===== src/verilog/gcm_pkg.sv =====
// Shared constants and command codes for the gauge configuration memory link
// Operation
// Power config recalled from parameter cells at power-up
// Copy command saves shadow block into cells
// Undervoltage plus stable line enters sleep
// Line held low for timeout enters sleep
// Identity opcode is 33h or 39h by select
// Pin bit read returns sensed pin level
// Pin bit write 0 pulls low, 1 releases
// Pin bit forced to 1 at reset, sleep
// Copy flag set during copy, 0 after reset
// Cell-backed writes ignored while copy runs
// Host arms lock enable, then sends lock
// Lock enable clears after any next command; here a further arming write keeps it set
// Locked block refuses writes forever; here factory_clear clears both lock flags
// Reads behave the same when locked
// Lock flags: bit1 parameter, bit0 user
// Linear byte address space of 256 locations
// Reserved reads undefined; host avoids writing them
// Word MSB at even, LSB at odd address
// MSB read latches LSB until command end
// Host reads both bytes in one sequence
// Reads, writes touch shadow only; copy, recall move
// Host writes then copies; recalls then reads
// Sixteen-byte user block at 20h, no side effects
// Completed lock sets flag that survives power loss
package gcm_pkg;
   // ****************************************
   // Timing
   // ****************************************
   localparam int CLK_MHZ = 100;
   localparam int EE_COPY_TIME_US = 10;
   localparam int EE_COPY_CYCLES = EE_COPY_TIME_US * CLK_MHZ;
   localparam int SLEEP_TIMEOUT_MS = 2000;
   localparam int SLEEP_CYCLES = SLEEP_TIMEOUT_MS * 1000 * CLK_MHZ;

   // ****************************************
   // Address map
   // ****************************************
   localparam logic [7:0] ADDR_PIN_SENSE_DRIVE = 8'h15;
   localparam logic [7:0] ADDR_NV_LOCK_STATUS = 8'h1f;
   localparam logic [7:0] ADDR_USER_FIRST = 8'h20;
   localparam logic [7:0] ADDR_USER_LAST = 8'h2f;
   localparam logic [7:0] ADDR_POWER_CONFIG = 8'h60;
   localparam logic [7:0] ADDR_PARAM_FIRST = 8'h60;
   localparam logic [7:0] ADDR_PARAM_LAST = 8'h7f;
   localparam int USER_BYTES = 16;
   localparam int PARAM_BYTES = 32;
   localparam logic [7:0] RESERVED_READ = 8'h00;

   // ****************************************
   // Field positions and reset values
   // ****************************************
   localparam int CFG_UV_SLEEP_BIT = 6;
   localparam int CFG_LINE_LOW_SLEEP_BIT = 5;
   localparam int CFG_ID_OPCODE_BIT = 4;
   localparam int PIN_CTL_BIT = 0;
   localparam int NV_COPY_BIT = 7;
   localparam int NV_LOCK_EN_BIT = 6;
   localparam int NV_PARAM_LOCK_BIT = 1;
   localparam int NV_USER_LOCK_BIT = 0;
   localparam logic PIN_CTL_RESET = 1'b1;
   localparam logic COPY_FLAG_RESET = 1'b0;
   localparam logic LOCK_EN_RESET = 1'b0;

   // ****************************************
   // Opcodes and commands
   // ****************************************
   localparam logic [7:0] ID_OPCODE_SEL0 = 8'h33;
   localparam logic [7:0] ID_OPCODE_SEL1 = 8'h39;

   typedef enum logic [2:0] {
      CMD_READ = 3'h0,
      CMD_WRITE = 3'h1,
      CMD_COPY = 3'h2,
      CMD_RECALL = 3'h3,
      CMD_LOCK = 3'h4,
      CMD_NET_ID = 3'h5,
      CMD_END = 3'h6
   } gcm_cmd_t;
endpackage


===== src/verilog/gcm_link_if.sv =====
// Command link between the bus master end and the gauge end
interface gcm_link_if;
   import gcm_pkg::*;
   logic req;
   gcm_cmd_t cmd;
   logic [7:0] addr;
   logic [7:0] wdata;
   logic ack;
   logic [7:0] rdata;
   logic ok;
   logic line_level;

   modport dev (input req, input cmd, input addr, input wdata, input line_level,
                output ack, output rdata, output ok);
   modport host (output req, output cmd, output addr, output wdata, output line_level,
                 input ack, input rdata, input ok);
endinterface


===== src/verilog/gcm_device.sv =====
// Gauge end: shadow RAM, nonvolatile cells, lock, pin and sleep control
module gcm_device
   import gcm_pkg::*;
#(
   parameter int SLEEP_CYC = SLEEP_CYCLES,
   parameter int COPY_CYC = EE_COPY_CYCLES,
   parameter logic [7:0] FAMILY_ID = 8'ha5 // Arbitrary identity value
) (
   input wire logic core_clk,
   input wire logic nrst,
   gcm_link_if.dev link,
   input wire logic factory_clear,
   input wire logic uv_below_in,
   input wire logic gp_pin_in,
   output logic gp_pin_out,
   output logic gp_pin_oe,
   output logic asleep,
   output logic copy_busy
);
   // ****************************************
   // State and storage
   // ****************************************
   typedef enum logic [2:0] {
      ST_RECALL = 3'b001,
      ST_RUN = 3'b010,
      ST_SLEEP = 3'b100
   } gcm_dev_state_t;
   gcm_dev_state_t state;
   gcm_dev_state_t next_state;
   logic [7:0] user_sh [0:USER_BYTES-1];
   logic [7:0] par_sh [0:PARAM_BYTES-1];
   logic [7:0] user_ee [0:USER_BYTES-1];
   logic [7:0] par_ee [0:PARAM_BYTES-1];
   logic user_lock, par_lock, lock_en, copy_flag;
   logic copy_blk_par;
   logic [31:0] copy_cnt;
   logic pin_ctl;
   logic [31:0] sleep_cnt;
   logic line_prev, sleep_level, latch_valid;
   logic [7:0] latch_addr, latch_lsb;
   logic pin_s1, pin_s2, uv_s1, uv_s2;
   // ****************************************
   // Input synchronisers
   // ****************************************
   // Pin and comparator come from outside the clock domain
   always_ff @(posedge core_clk) begin
      pin_s1 <= gp_pin_in;
      pin_s2 <= pin_s1;
      uv_s1 <= uv_below_in;
      uv_s2 <= uv_s1;
   end
   // ****************************************
   // Address and command decode
   // ****************************************
   // Full 8-bit address space decode
   wire in_user = (link.addr >= ADDR_USER_FIRST) && (link.addr <= ADDR_USER_LAST);
   wire in_par = (link.addr >= ADDR_PARAM_FIRST) && (link.addr <= ADDR_PARAM_LAST);
   wire at_pin = link.addr == ADDR_PIN_SENSE_DRIVE;
   wire at_nv = link.addr == ADDR_NV_LOCK_STATUS;
   wire [3:0] user_idx = link.addr[3:0];
   wire [4:0] par_idx = link.addr[4:0];
   wire [4:0] par_odd = {link.addr[4:1], 1'b1};
   wire take = link.req && !link.ack && (state == ST_RUN);
   wire is_rd = link.cmd == CMD_READ;
   wire is_wr = link.cmd == CMD_WRITE;
   wire is_copy = link.cmd == CMD_COPY;
   wire is_recall = link.cmd == CMD_RECALL;
   wire is_lock = link.cmd == CMD_LOCK;
   wire is_id = link.cmd == CMD_NET_ID;
   wire is_end = link.cmd == CMD_END;
   // Configuration fields from the power config shadow byte
   wire [7:0] cfg = par_sh[0];
   wire uv_en = cfg[CFG_UV_SLEEP_BIT];
   wire line_low_en = cfg[CFG_LINE_LOW_SLEEP_BIT];
   wire [7:0] id_opcode = cfg[CFG_ID_OPCODE_BIT] ? ID_OPCODE_SEL1 : ID_OPCODE_SEL0;
   // Block writes: shadow only, blocked by copy or lock; pin and lock status writes are not blocked
   wire wr_user = take && is_wr && in_user && !copy_flag && !user_lock;
   wire wr_par = take && is_wr && in_par && !copy_flag && !par_lock;
   wire wr_pin = take && is_wr && at_pin;
   wire wr_nv = take && is_wr && at_nv;
   wire set_lock_en = wr_nv && link.wdata[NV_LOCK_EN_BIT];
   // Copy start and completion
   wire blk_locked = in_par ? par_lock : user_lock;
   wire copy_start = take && is_copy && !copy_flag && (in_user || in_par) && !blk_locked;
   wire copy_done = copy_flag && (copy_cnt == 32'(COPY_CYC - 1));
   // Recall: power-up for both blocks, command for one block
   wire boot_recall = state == ST_RECALL;
   wire cmd_recall = take && is_recall && !copy_flag;
   wire recall_user = boot_recall || (cmd_recall && in_user);
   wire recall_par = boot_recall || (cmd_recall && in_par);
   // Lock only right after lock enable was armed
   wire lock_go = take && is_lock && lock_en && (in_user || in_par);
   // ****************************************
   // Read data selection
   // ****************************************
   wire [7:0] nv_byte = {copy_flag, lock_en, 4'h0, par_lock, user_lock};
   wire [7:0] pin_byte = {7'h00, pin_s2};
   wire latch_hit = latch_valid && (link.addr == latch_addr);
   wire [7:0] mem_byte = in_user ? user_sh[user_idx] :
                         in_par ? par_sh[par_idx] :
                         at_pin ? pin_byte :
                         at_nv ? nv_byte : RESERVED_READ;
   wire [7:0] rd_byte = latch_hit ? latch_lsb : mem_byte;
   wire msb_read = take && is_rd && in_par && !link.addr[0];
   wire wr_ok = wr_user || wr_par || wr_pin || wr_nv;
   wire id_ok = is_id && (link.wdata == id_opcode);
   // Acknowledge with data and status
   always_ff @(posedge core_clk) begin
      if (!nrst) begin
         link.ack <= 1'b0;
         link.rdata <= 8'h00;
         link.ok <= 1'b0;
      end else begin
         link.ack <= take;
         if (take) begin
            link.rdata <= is_rd ? rd_byte : (id_ok ? FAMILY_ID : 8'h00);
            link.ok <= is_rd || id_ok || wr_ok || copy_start || cmd_recall || lock_go || is_end;
         end
      end
   end
   // ****************************************
   // Two-byte latch
   // ****************************************
   // MSB read freezes LSB until the command sequence ends
   always_ff @(posedge core_clk) begin
      if (!nrst) begin
         latch_valid <= 1'b0;
         latch_addr <= 8'h00;
         latch_lsb <= 8'h00;
      end else if (take && is_end) begin
         latch_valid <= 1'b0;
      end else if (msb_read) begin
         latch_valid <= 1'b1;
         latch_addr <= {link.addr[7:1], 1'b1};
         latch_lsb <= par_sh[par_odd];
      end
   end
   // ****************************************
   // Shadow RAM and nonvolatile cells
   // ****************************************
   // User block; cells survive reset, only factory clear or copy alters them
   always_ff @(posedge core_clk) begin
      for (int i = 0; i < USER_BYTES; i++) begin
         if (recall_user) begin
            user_sh[i] <= user_ee[i];
         end else if (wr_user && (user_idx == 4'(i))) begin
            user_sh[i] <= link.wdata;
         end
         if (factory_clear) begin
            user_ee[i] <= 8'h00;
         end else if (copy_done && !copy_blk_par) begin
            user_ee[i] <= user_sh[i];
         end
      end
   end
   // Parameter block shadow and cells
   always_ff @(posedge core_clk) begin
      for (int i = 0; i < PARAM_BYTES; i++) begin
         if (recall_par) begin
            par_sh[i] <= par_ee[i];
         end else if (wr_par && (par_idx == 5'(i))) begin
            par_sh[i] <= link.wdata;
         end
         if (factory_clear) begin
            par_ee[i] <= 8'h00;
         end else if (copy_done && copy_blk_par) begin
            par_ee[i] <= par_sh[i];
         end
      end
   end
   // Lock flags, cleared only by factory clear
   always_ff @(posedge core_clk) begin
      if (factory_clear) begin
         user_lock <= 1'b0;
         par_lock <= 1'b0;
      end else if (lock_go) begin
         user_lock <= user_lock | in_user;
         par_lock <= par_lock | in_par;
      end
   end
   // ****************************************
   // Lock enable and copy control
   // ****************************************
   // Arming wins; any other taken command disarms
   always_ff @(posedge core_clk) begin
      if (!nrst) begin
         lock_en <= LOCK_EN_RESET;
      end else if (set_lock_en) begin
         lock_en <= 1'b1;
      end else if (take) begin
         lock_en <= 1'b0;
      end
   end
   // Copy flag and timer
   always_ff @(posedge core_clk) begin
      if (!nrst) begin
         copy_flag <= COPY_FLAG_RESET;
         copy_blk_par <= 1'b0;
         copy_cnt <= 32'h0;
      end else if (copy_start) begin
         copy_flag <= 1'b1;
         copy_blk_par <= in_par;
         copy_cnt <= 32'h0;
      end else if (copy_done) begin
         copy_flag <= 1'b0;
      end else if (copy_flag) begin
         copy_cnt <= copy_cnt + 32'h1;
      end
   end
   // ****************************************
   // Pin control
   // ****************************************
   // Released at reset and on sleep entry
   wire line_stable = link.line_level == line_prev;
   wire sleep_arm = (line_low_en && !link.line_level) || (uv_en && uv_s2);
   wire go_sleep = (state == ST_RUN) && sleep_arm && line_stable &&
                   (sleep_cnt == 32'(SLEEP_CYC - 1));
   always_ff @(posedge core_clk) begin
      if (!nrst) begin
         pin_ctl <= PIN_CTL_RESET;
      end else if (go_sleep) begin
         pin_ctl <= 1'b1;
      end else if (wr_pin) begin
         pin_ctl <= link.wdata[PIN_CTL_BIT];
      end
   end
   // Open-drain: drive low only when bit is 0
   assign gp_pin_out = 1'b0;
   assign gp_pin_oe = !pin_ctl;
   // ****************************************
   // Sleep timer and state
   // ****************************************
   // Counts while the enabled condition and a steady line hold
   always_ff @(posedge core_clk) begin
      if (!nrst) begin
         line_prev <= 1'b1;
         sleep_cnt <= 32'h0;
         sleep_level <= 1'b1;
      end else begin
         line_prev <= link.line_level;
         if (go_sleep) begin
            sleep_level <= link.line_level;
         end
         if ((state == ST_RUN) && sleep_arm && line_stable && !go_sleep) begin
            sleep_cnt <= sleep_cnt + 32'h1;
         end else begin
            sleep_cnt <= 32'h0;
         end
      end
   end
   // Next state
   always_comb begin
      next_state = state;
      case (state)
         ST_RECALL: next_state = ST_RUN;
         ST_RUN: next_state = go_sleep ? ST_SLEEP : ST_RUN;
         ST_SLEEP: next_state = (link.line_level != sleep_level) ? ST_RUN : ST_SLEEP;
         default: next_state = ST_RECALL;
      endcase
   end
   // State register
   always_ff @(posedge core_clk) begin
      if (!nrst) begin
         state <= ST_RECALL;
      end else begin
         state <= next_state;
      end
   end
   assign asleep = state == ST_SLEEP;
   assign copy_busy = copy_flag;
endmodule


===== src/flat_wrapper.sv =====
// flat-port wrapper written by rule: the top's interface ports become plain ports
module gcm_device_flat import gcm_pkg::*;
#(
   parameter int SLEEP_CYC = SLEEP_CYCLES,
   parameter int COPY_CYC = EE_COPY_CYCLES,
   parameter logic [7:0] FAMILY_ID = 8'ha5                            
)
  (core_clk, nrst, factory_clear, uv_below_in, gp_pin_in, gp_pin_out, gp_pin_oe, asleep, copy_busy, link_req, link_cmd, link_addr, link_wdata, link_line_level, link_ack, link_rdata, link_ok);
  gcm_link_if link_i ();
  input wire logic core_clk;
  input wire logic nrst;
  input wire logic factory_clear;
  input wire logic uv_below_in;
  input wire logic gp_pin_in;
  output logic gp_pin_out;
  output logic gp_pin_oe;
  output logic asleep;
  output logic copy_busy;
  input wire logic [$bits(link_i.req)-1:0] link_req;
  input wire logic [$bits(link_i.cmd)-1:0] link_cmd;
  input wire logic [$bits(link_i.addr)-1:0] link_addr;
  input wire logic [$bits(link_i.wdata)-1:0] link_wdata;
  input wire logic [$bits(link_i.line_level)-1:0] link_line_level;
  output wire logic [$bits(link_i.ack)-1:0] link_ack;
  output wire logic [$bits(link_i.rdata)-1:0] link_rdata;
  output wire logic [$bits(link_i.ok)-1:0] link_ok;
  assign link_i.req = link_req;
  assign link_i.cmd = link_cmd;
  assign link_i.addr = link_addr;
  assign link_i.wdata = link_wdata;
  assign link_i.line_level = link_line_level;
  assign link_ack = link_i.ack;
  assign link_rdata = link_i.rdata;
  assign link_ok = link_i.ok;
  gcm_device #(.SLEEP_CYC(SLEEP_CYC), .COPY_CYC(COPY_CYC), .FAMILY_ID(FAMILY_ID)) u_core (.core_clk(core_clk), .nrst(nrst), .link(link_i), .factory_clear(factory_clear), .uv_below_in(uv_below_in), .gp_pin_in(gp_pin_in), .gp_pin_out(gp_pin_out), .gp_pin_oe(gp_pin_oe), .asleep(asleep), .copy_busy(copy_busy));
endmodule

===== config.mk =====
export PLATFORM = sky130hd
export DESIGN_NAME = gcm_device_flat
export DESIGN_NICKNAME = d
export VERILOG_FILES = /design/src/verilog/gcm_pkg.sv /design/src/verilog/gcm_link_if.sv /design/src/verilog/gcm_device.sv /design/src/flat_wrapper.sv
export SDC_FILE = /design/constraint.sdc
export NUM_CORES = 1
export LEC_CHECK = 0
export BUFFER_PORTS_ARGS = -buffer_cell sky130_fd_sc_hd__buf_2
export CAP_MARGIN = 15
export CORE_ASPECT_RATIO = 1.5
export CORE_MARGIN = 2
export CORE_UTILIZATION = 45
export CTS_CLUSTER_DIAMETER = 200
export DETAILED_ROUTE_END_ITERATION = 7
export GPL_ROUTABILITY_DRIVEN = 0
export MAX_ROUTING_LAYER = met4
export PLACE_DENSITY = 0.61
export SETUP_SLACK_MARGIN = 0.3
export SLEW_MARGIN = 20
export SYNTH_ARGS = -nofsm -noshare
export SYNTH_HDL_FRONTEND = slang
export SYNTH_SLANG_ARGS = --single-unit
export TNS_END_PERCENT = 20

===== constraint.sdc =====
create_clock -name core_clk -period 6.3 [get_ports core_clk]
set_input_delay 0.315 -clock core_clk [delete_from_list [all_inputs] [get_ports core_clk]]
set_output_delay 0.315 -clock core_clk [all_outputs]
set_load 0.03 [all_outputs]

==> flow_summary.ini, run 1 <==
[run_status]
outcome = completed

[setup_path]
cp.required_ns = 6.62
reg2reg_slack_ns = 2.47
critPathLaunch = u_core.link.ack
start_kind = flip-flop
worstReg2RegStart = u_core.link.ack
path_max_fanout = 16
cp-end-kind = flip-flop
critPathArrivalTime_ns = 4.16
path_class = flip-flop to flip-flop

[grt]
grt_use_total = 0.251
use_met2 = 0.408
grtUsageMet3 = 0.0473
grt_most_used_layer = met2
grt_pass1_vias = 23900
grt_max_degree = 160
grt_pass1_wl_um = 161000
use_met1 = 0.306
antenna_found_initial = 8
grt.overflow.total = 0

[synth]
synth.net_count = 2693
synthFlopType = edfxtp_1
synth_top_area_cell = edfxtp_1
synth_area_sq_um = 39800
yosysWarnings = 0
synth.area.top_cells = edfxtp_1, mux2_2, mux4_2, and2_1, dfxtp_1
synth.ff_latch_count = 874
synth_seq_area_share = 0.634
avgSynthCellArea_sq_um = 14.9
synth_async_sr_flop_share = 0
synth_edf_count = 768
ys_types = 69
synth_top_cell_area_share = 0.580
synthCells = 2665

[clocking]
clkLatencyLatePin_ns = 0.71
cts-resized-gates = 0
clk_pin_slew_ns = 0.06
cts_buffer_depth = 3
post_cts_buffers = 0
postCtsHoldBufs = 6
cts-root-buf = clkbuf_16
cts-buffers-inserted = 86
htreeDepth = 3
cts_tree = yes
cts.sink_count = 874

[power]
seq_power_share = 0.533
internal-power_mw = 10.5
leakagePower_nw = 15.4
switchingPower_mw = 3.87
p_clk_frac = 0.357
comb_power_share = 0.110
power_density_nw_per_um2 = 327
ir_drop_uv = 250
switching_share = 0.269

[sta]
post-route-period-util = 0.609
timing.slew.headroom = 0.261
min_period_ns = 3.83
slew_violations = 0
setup-tns-final_ns = 0
hold_viol_final = 0
hold_ws_ns = 0.137
tightest_slew_ns = 1.10
fin_worst_skew_ns = 0.0399
setup_viol = 0
rsz0062_at_grt = no
fmax_ghz = 0.261

[layout]
fin_area_sq_um = 43900
final_cells = 3894
area_delta_synth_final_pct = 10.5
n_fill_cell = 7447
final_util = 0.502
layout-drive-gt1-share = 0.279
final_net_count = 2699

[routing]
drt-wirelength-per-cell_um = 28.2
drc = 0
routed_wl_um = 110000
antenna_left = 0
viasPerCell = 6.01
vias = 23400
drt_iter0_markers = 2496
drt_first_pass_iters = 5

[run]
cap_violations = 0

[placed_design]
dp.cells = 3723
placed_cell_area_sq_um = 41100
numPortBuffers = 38
dp_hpwl_um = 69400

[die]
boundaryPins = 40
die_w_um = 247
placementRows = 133
die_y_um = 368
core_sq_um = 87500
initial_core_util = 0.454
dieArea_sq_um = 90800

[hold_path]
hold_start = nrst
hp-class = primary input to flip-flop
[power by group through the flow]
| stage | sequential (mW) | combinational (mW) | clock, mW |
|---|---|---|---|
| floorplan | 7.47 | 0.935 | 0 |
| global placement | 7.75 | 1.54 | 0 |
| detailed placement | 7.75 | 1.57 | 0 |
| CTS | 7.66 | 1.58 | 5.23 |
| global route | 7.72 | 1.64 | 5.45 |
| finish | 7.66 | 1.58 | 5.14 |
[metal layers]
layer | part of all wire | vias up | routed length (um)
li1 | - | 10000 | -
met1 | 0.39 | 12200 | 42600
met2 | 0.50 | 906 | 55000
met3 | 0.067 | 218 | 7330
met4 | 0.045 | 0 | 4980
met5 | 0 | - | 0
[metrics by stage]
| stage | setup slack [ns] | power (mW) |
|---|---|---|
| after floorplan | 1.61 | 8.40 |
| after global routing | 2.32 | 14.8 |
| after detailed placement | 2.26 | 9.32 |
| final | 2.47 | 14.4 |
| after CTS | 2.38 | 14.5 |
| after global placement | 2.31 | 9.29 |
[critical path, cell delays in order (launching register included)]
cell and delay (ns):
dfxtp_1 0.32, nor2b_1 0.60, nand4_2 0.24, nor2b_1 0.27, and2_1 0.60, nand3_1 0.74, nand2_1 0.67
[cell usage after synthesis, types with 8 or more instances]
master and count:
or3_1 11, edfxtp_1 768, nor2_2 14, nand3_1 45
nand2b_1 13, xnor2_1 41, and3_1 11, a21oi_1 29
clkbuf_1 129, nor2b_1 8, nor2_1 115, nor4_1 12
inv_1 18, mux2i_1 32, a22oi_1 16, mux2_2 391
dfxtp_1 106, nand4_1 28, a21boi_0 14, nand2_1 105
o22ai_1 11, o21ai_0 57, buf_2 23, xor2_1 20
mux4_2 123, and2_1 395, buf_1 8, nor3_1 22
[layout make-up]
type                            instances  area (sq um)  share of cell area
Antenna cell                            6          15.0            0.000342
Clock buffer                          102          2300              0.0523
Clock inverter                         56           443              0.0101
Inverter                               18          67.6             0.00154
Multi-Input combinational cell       1603         13800               0.315
Sequential cell                       874         25200               0.573
Tap cell                             1147          1440              0.0327
Timing Repair Buffer                   88           651              0.0148
[kinds of logic after synthesis]
kind of cell             Yosys count  synth area share
AO/OA/AOI/OAI                    175            0.0282
XOR/XNOR                          61            0.0134
adder cells (fa/ha/maj)            2          0.000629
buffers and inverters            188            0.0195
flip-flops                       874             0.634
multiplexers                     547             0.189
other                              1         0.0000943
AND/OR/NAND/NOR                  817             0.116
[placed cells by master, fill, tap and decap left out, types with 12 or more instances in the layout]
master,n
a21boi_0,14
a21oi_1,28
a22oi_1,16
and2_1,395
buf_2,36
buf_4,38
clkbuf_16,89
clkinv_1,15
clkinv_2,25
dfxtp_1,106
edfxtp_1,768
inv_1,18
mux2_2,391
mux2i_1,32
mux4_2,123
nand2_1,105
nand2b_1,12
nand3_1,45
nand4_1,28
nor2_1,114
nor2_2,15
nor3_1,21
nor4_1,12
o21ai_0,45
o21ai_1,12
xnor2_1,41
xor2_1,20
[path summary, 6_finish.rpt]
check	endpoint	cells after the start
worst max register to register	u_core.par_sh[18][1]	6
worst min-delay path	u_core.pin_ctl	2
worst min register to register	u_core.uv_s2	0
worst max-delay path	u_core.par_sh[18][1]	6
[state kept, by name, summed over array words and instances, names as in the netlist, 3 cells and up]
name               flops
u_core.link.rdata      8
u_core.user_sh       128
u_core.par_sh        256
u_core.par_ee        256
u_core.sleep_cnt      32
u_core.state           3
u_core.latch_addr      8
u_core.copy_cnt       32
u_core.latch_lsb       8
u_core.user_ee       128
Note: power is estimated with default switching activity, not from simulation.
==> inputs of run 2 (changes only) <==
Clock period 6.3 ns to 3.3 ns, I/O delays scaled along.
==> flow_summary.ini, run 2 (synthesis results as in run 1) <==
[layout]
layout-drive-gt1-share = 0.305
area_delta_synth_final_pct = 13.8
n_fill_cell = 7376
top_regs = u_core.par_ee x256, u_core.par_sh x256
final_net_count = 2798
final_util = 0.517
final_cell_mix = edfxtp_1, and2_1, mux2_2
final_common_cell = edfxtp_1
fin_area_sq_um = 45200

[setup_path]
critPathLaunch = u_core.state[1]
cpMaxStageDelayCell = or4_1
start_kind = flip-flop
crit_family = simple AND/OR/NAND/NOR gates
cp.required_ns = 3.64
worstPathCellList = nor3b_4 > nand4_2 > or4_1 > buf_4 > nor3_4 > nand2b_1
critPathBufInv = 1
critPathArrivalTime_ns = 3.21
cp.depth = 6
cp-end-kind = flip-flop
path_max_fanout = 30
worstReg2RegStart = u_core.state[1]
slowest_delay_ns = 0.50
path_class = flip-flop to flip-flop
reg2reg_depth = 6

[grt]
grt_pass1_vias = 24500
grt.overflow.total = 0
antenna_found_initial = 7
grt_use_total = 0.252
grt_max_degree = 129
grt_pass1_wl_um = 163000

[clocking]
cts_tree = yes
cts.sink_count = 874
clk_pin_slew_ns = 0.06
cts_buffer_depth = 3
clkLatencyLatePin_ns = 0.68
cts-buffers-inserted = 88
htreeDepth = 3
cts-root-buf = clkbuf_16

[routing]
antenna_left = 0
drc = 0
vias = 23800
routed_wl_um = 110000
drt_first_pass_iters = 5
viasPerCell = 5.95
drt_iter0_markers = 2361
drt-wirelength-per-cell_um = 27.4

[placed_design]
placed_cell_area_sq_um = 42000
place_ws_ns = 0.327
numPortBuffers = 38
dp_hpwl_um = 72300

[power]
leakagePower_nw = 16.1
ir_drop_uv = 475
power_density_nw_per_um2 = 630

[sta]
timing.slew.headroom = 0.345
fin_worst_skew_ns = 0.0249
min_period_ns = 2.87
tightest_slew_ns = 0.975
post-route-period-util = 0.870
hold_viol_final = 0
slew_violations = 0
rsz0062_at_grt = no
hold_ws_ns = 0.0640
setup_viol = 0
setup-tns-final_ns = 0
fmax_ghz = 0.348
finalWorstSetupSlack_ns = 0.428

[die]
boundaryPins = 40
die_w_um = 247
placementRows = 133
die_y_um = 368
dieArea_sq_um = 90800
initial_core_util = 0.454
core_sq_um = 87500

[hold_path]
hp-class = primary input to flip-flop
whs_path_depth = 4
hold_start = link_req

[run_status]
outcome = completed

[run]
cap_violations = 0
==> run 2: tightest hold or removal path, stage by stage <==
cell     delay [ns]
buf_2          0.08
nor2b_1        0.13
buf_4          0.17
and3_1         0.15
==> run 2: final cells by class <==
type,instances,area [sq um],share of cell area
Clock inverter,52,671,0.0148
Antenna cell,5,12.5,0.000277
Tap cell,1147,1440,0.0317
Multi-Input combinational cell,1603,13900,0.306
Inverter,18,67.6,0.00149
Timing Repair Buffer,185,1590,0.0352
Clock buffer,112,2410,0.0532
Sequential cell,874,25200,0.557
==> run 2: final timing paths <==
check,endpoint,slack (ns)
setup reg to reg,u_core.user_sh[11][1],0.43
hold reg to reg,u_core.pin_s2,0.33
setup / recovery,u_core.user_sh[11][1],0.43
hold / removal,u_core.link.ack,0.06
==> run 2: through the flow <==
step / instances / power [mW]
6_report: 3996 / 28.5
5_1_grt: 3995 / 29.4
3_5_place_dp: 3815 / 17.8
4_1_cts: 3989 / 28.7
3_3_place_gp: 3815 / 17.8
2_1_floorplan: 2665 / 16.0
==> run 2: where the power goes <==
group | switching, mW | total (mW) | internal [mW]
sequential | 0.911 | 14.6 | 13.7
combinational | 1.94 | 3.09 | 1.15
clock | 4.42 | 10.8 | 6.43
==> run 2: timing repair <==
action / CTS / global route
endpoints found under the setup margin: 0 / 143
endpoints found under the hold margin: 11 / 0
hold buffers: 10 / 0
setup buffers: 0 / 2
gates resized for setup: 0 / 2
==> run 2: layer usage <==
| layer | vias to the layer above | track usage | part of all wire |
|---|---|---|---|
| met5 | - | - | 0 |
| met4 | 0 | 0.101 | 0.039 |
| met3 | 214 | 0.0348 | 0.056 |
| met2 | 823 | 0.407 | 0.50 |
| met1 | 12500 | 0.320 | 0.41 |
| li1 | 10200 | - | - |
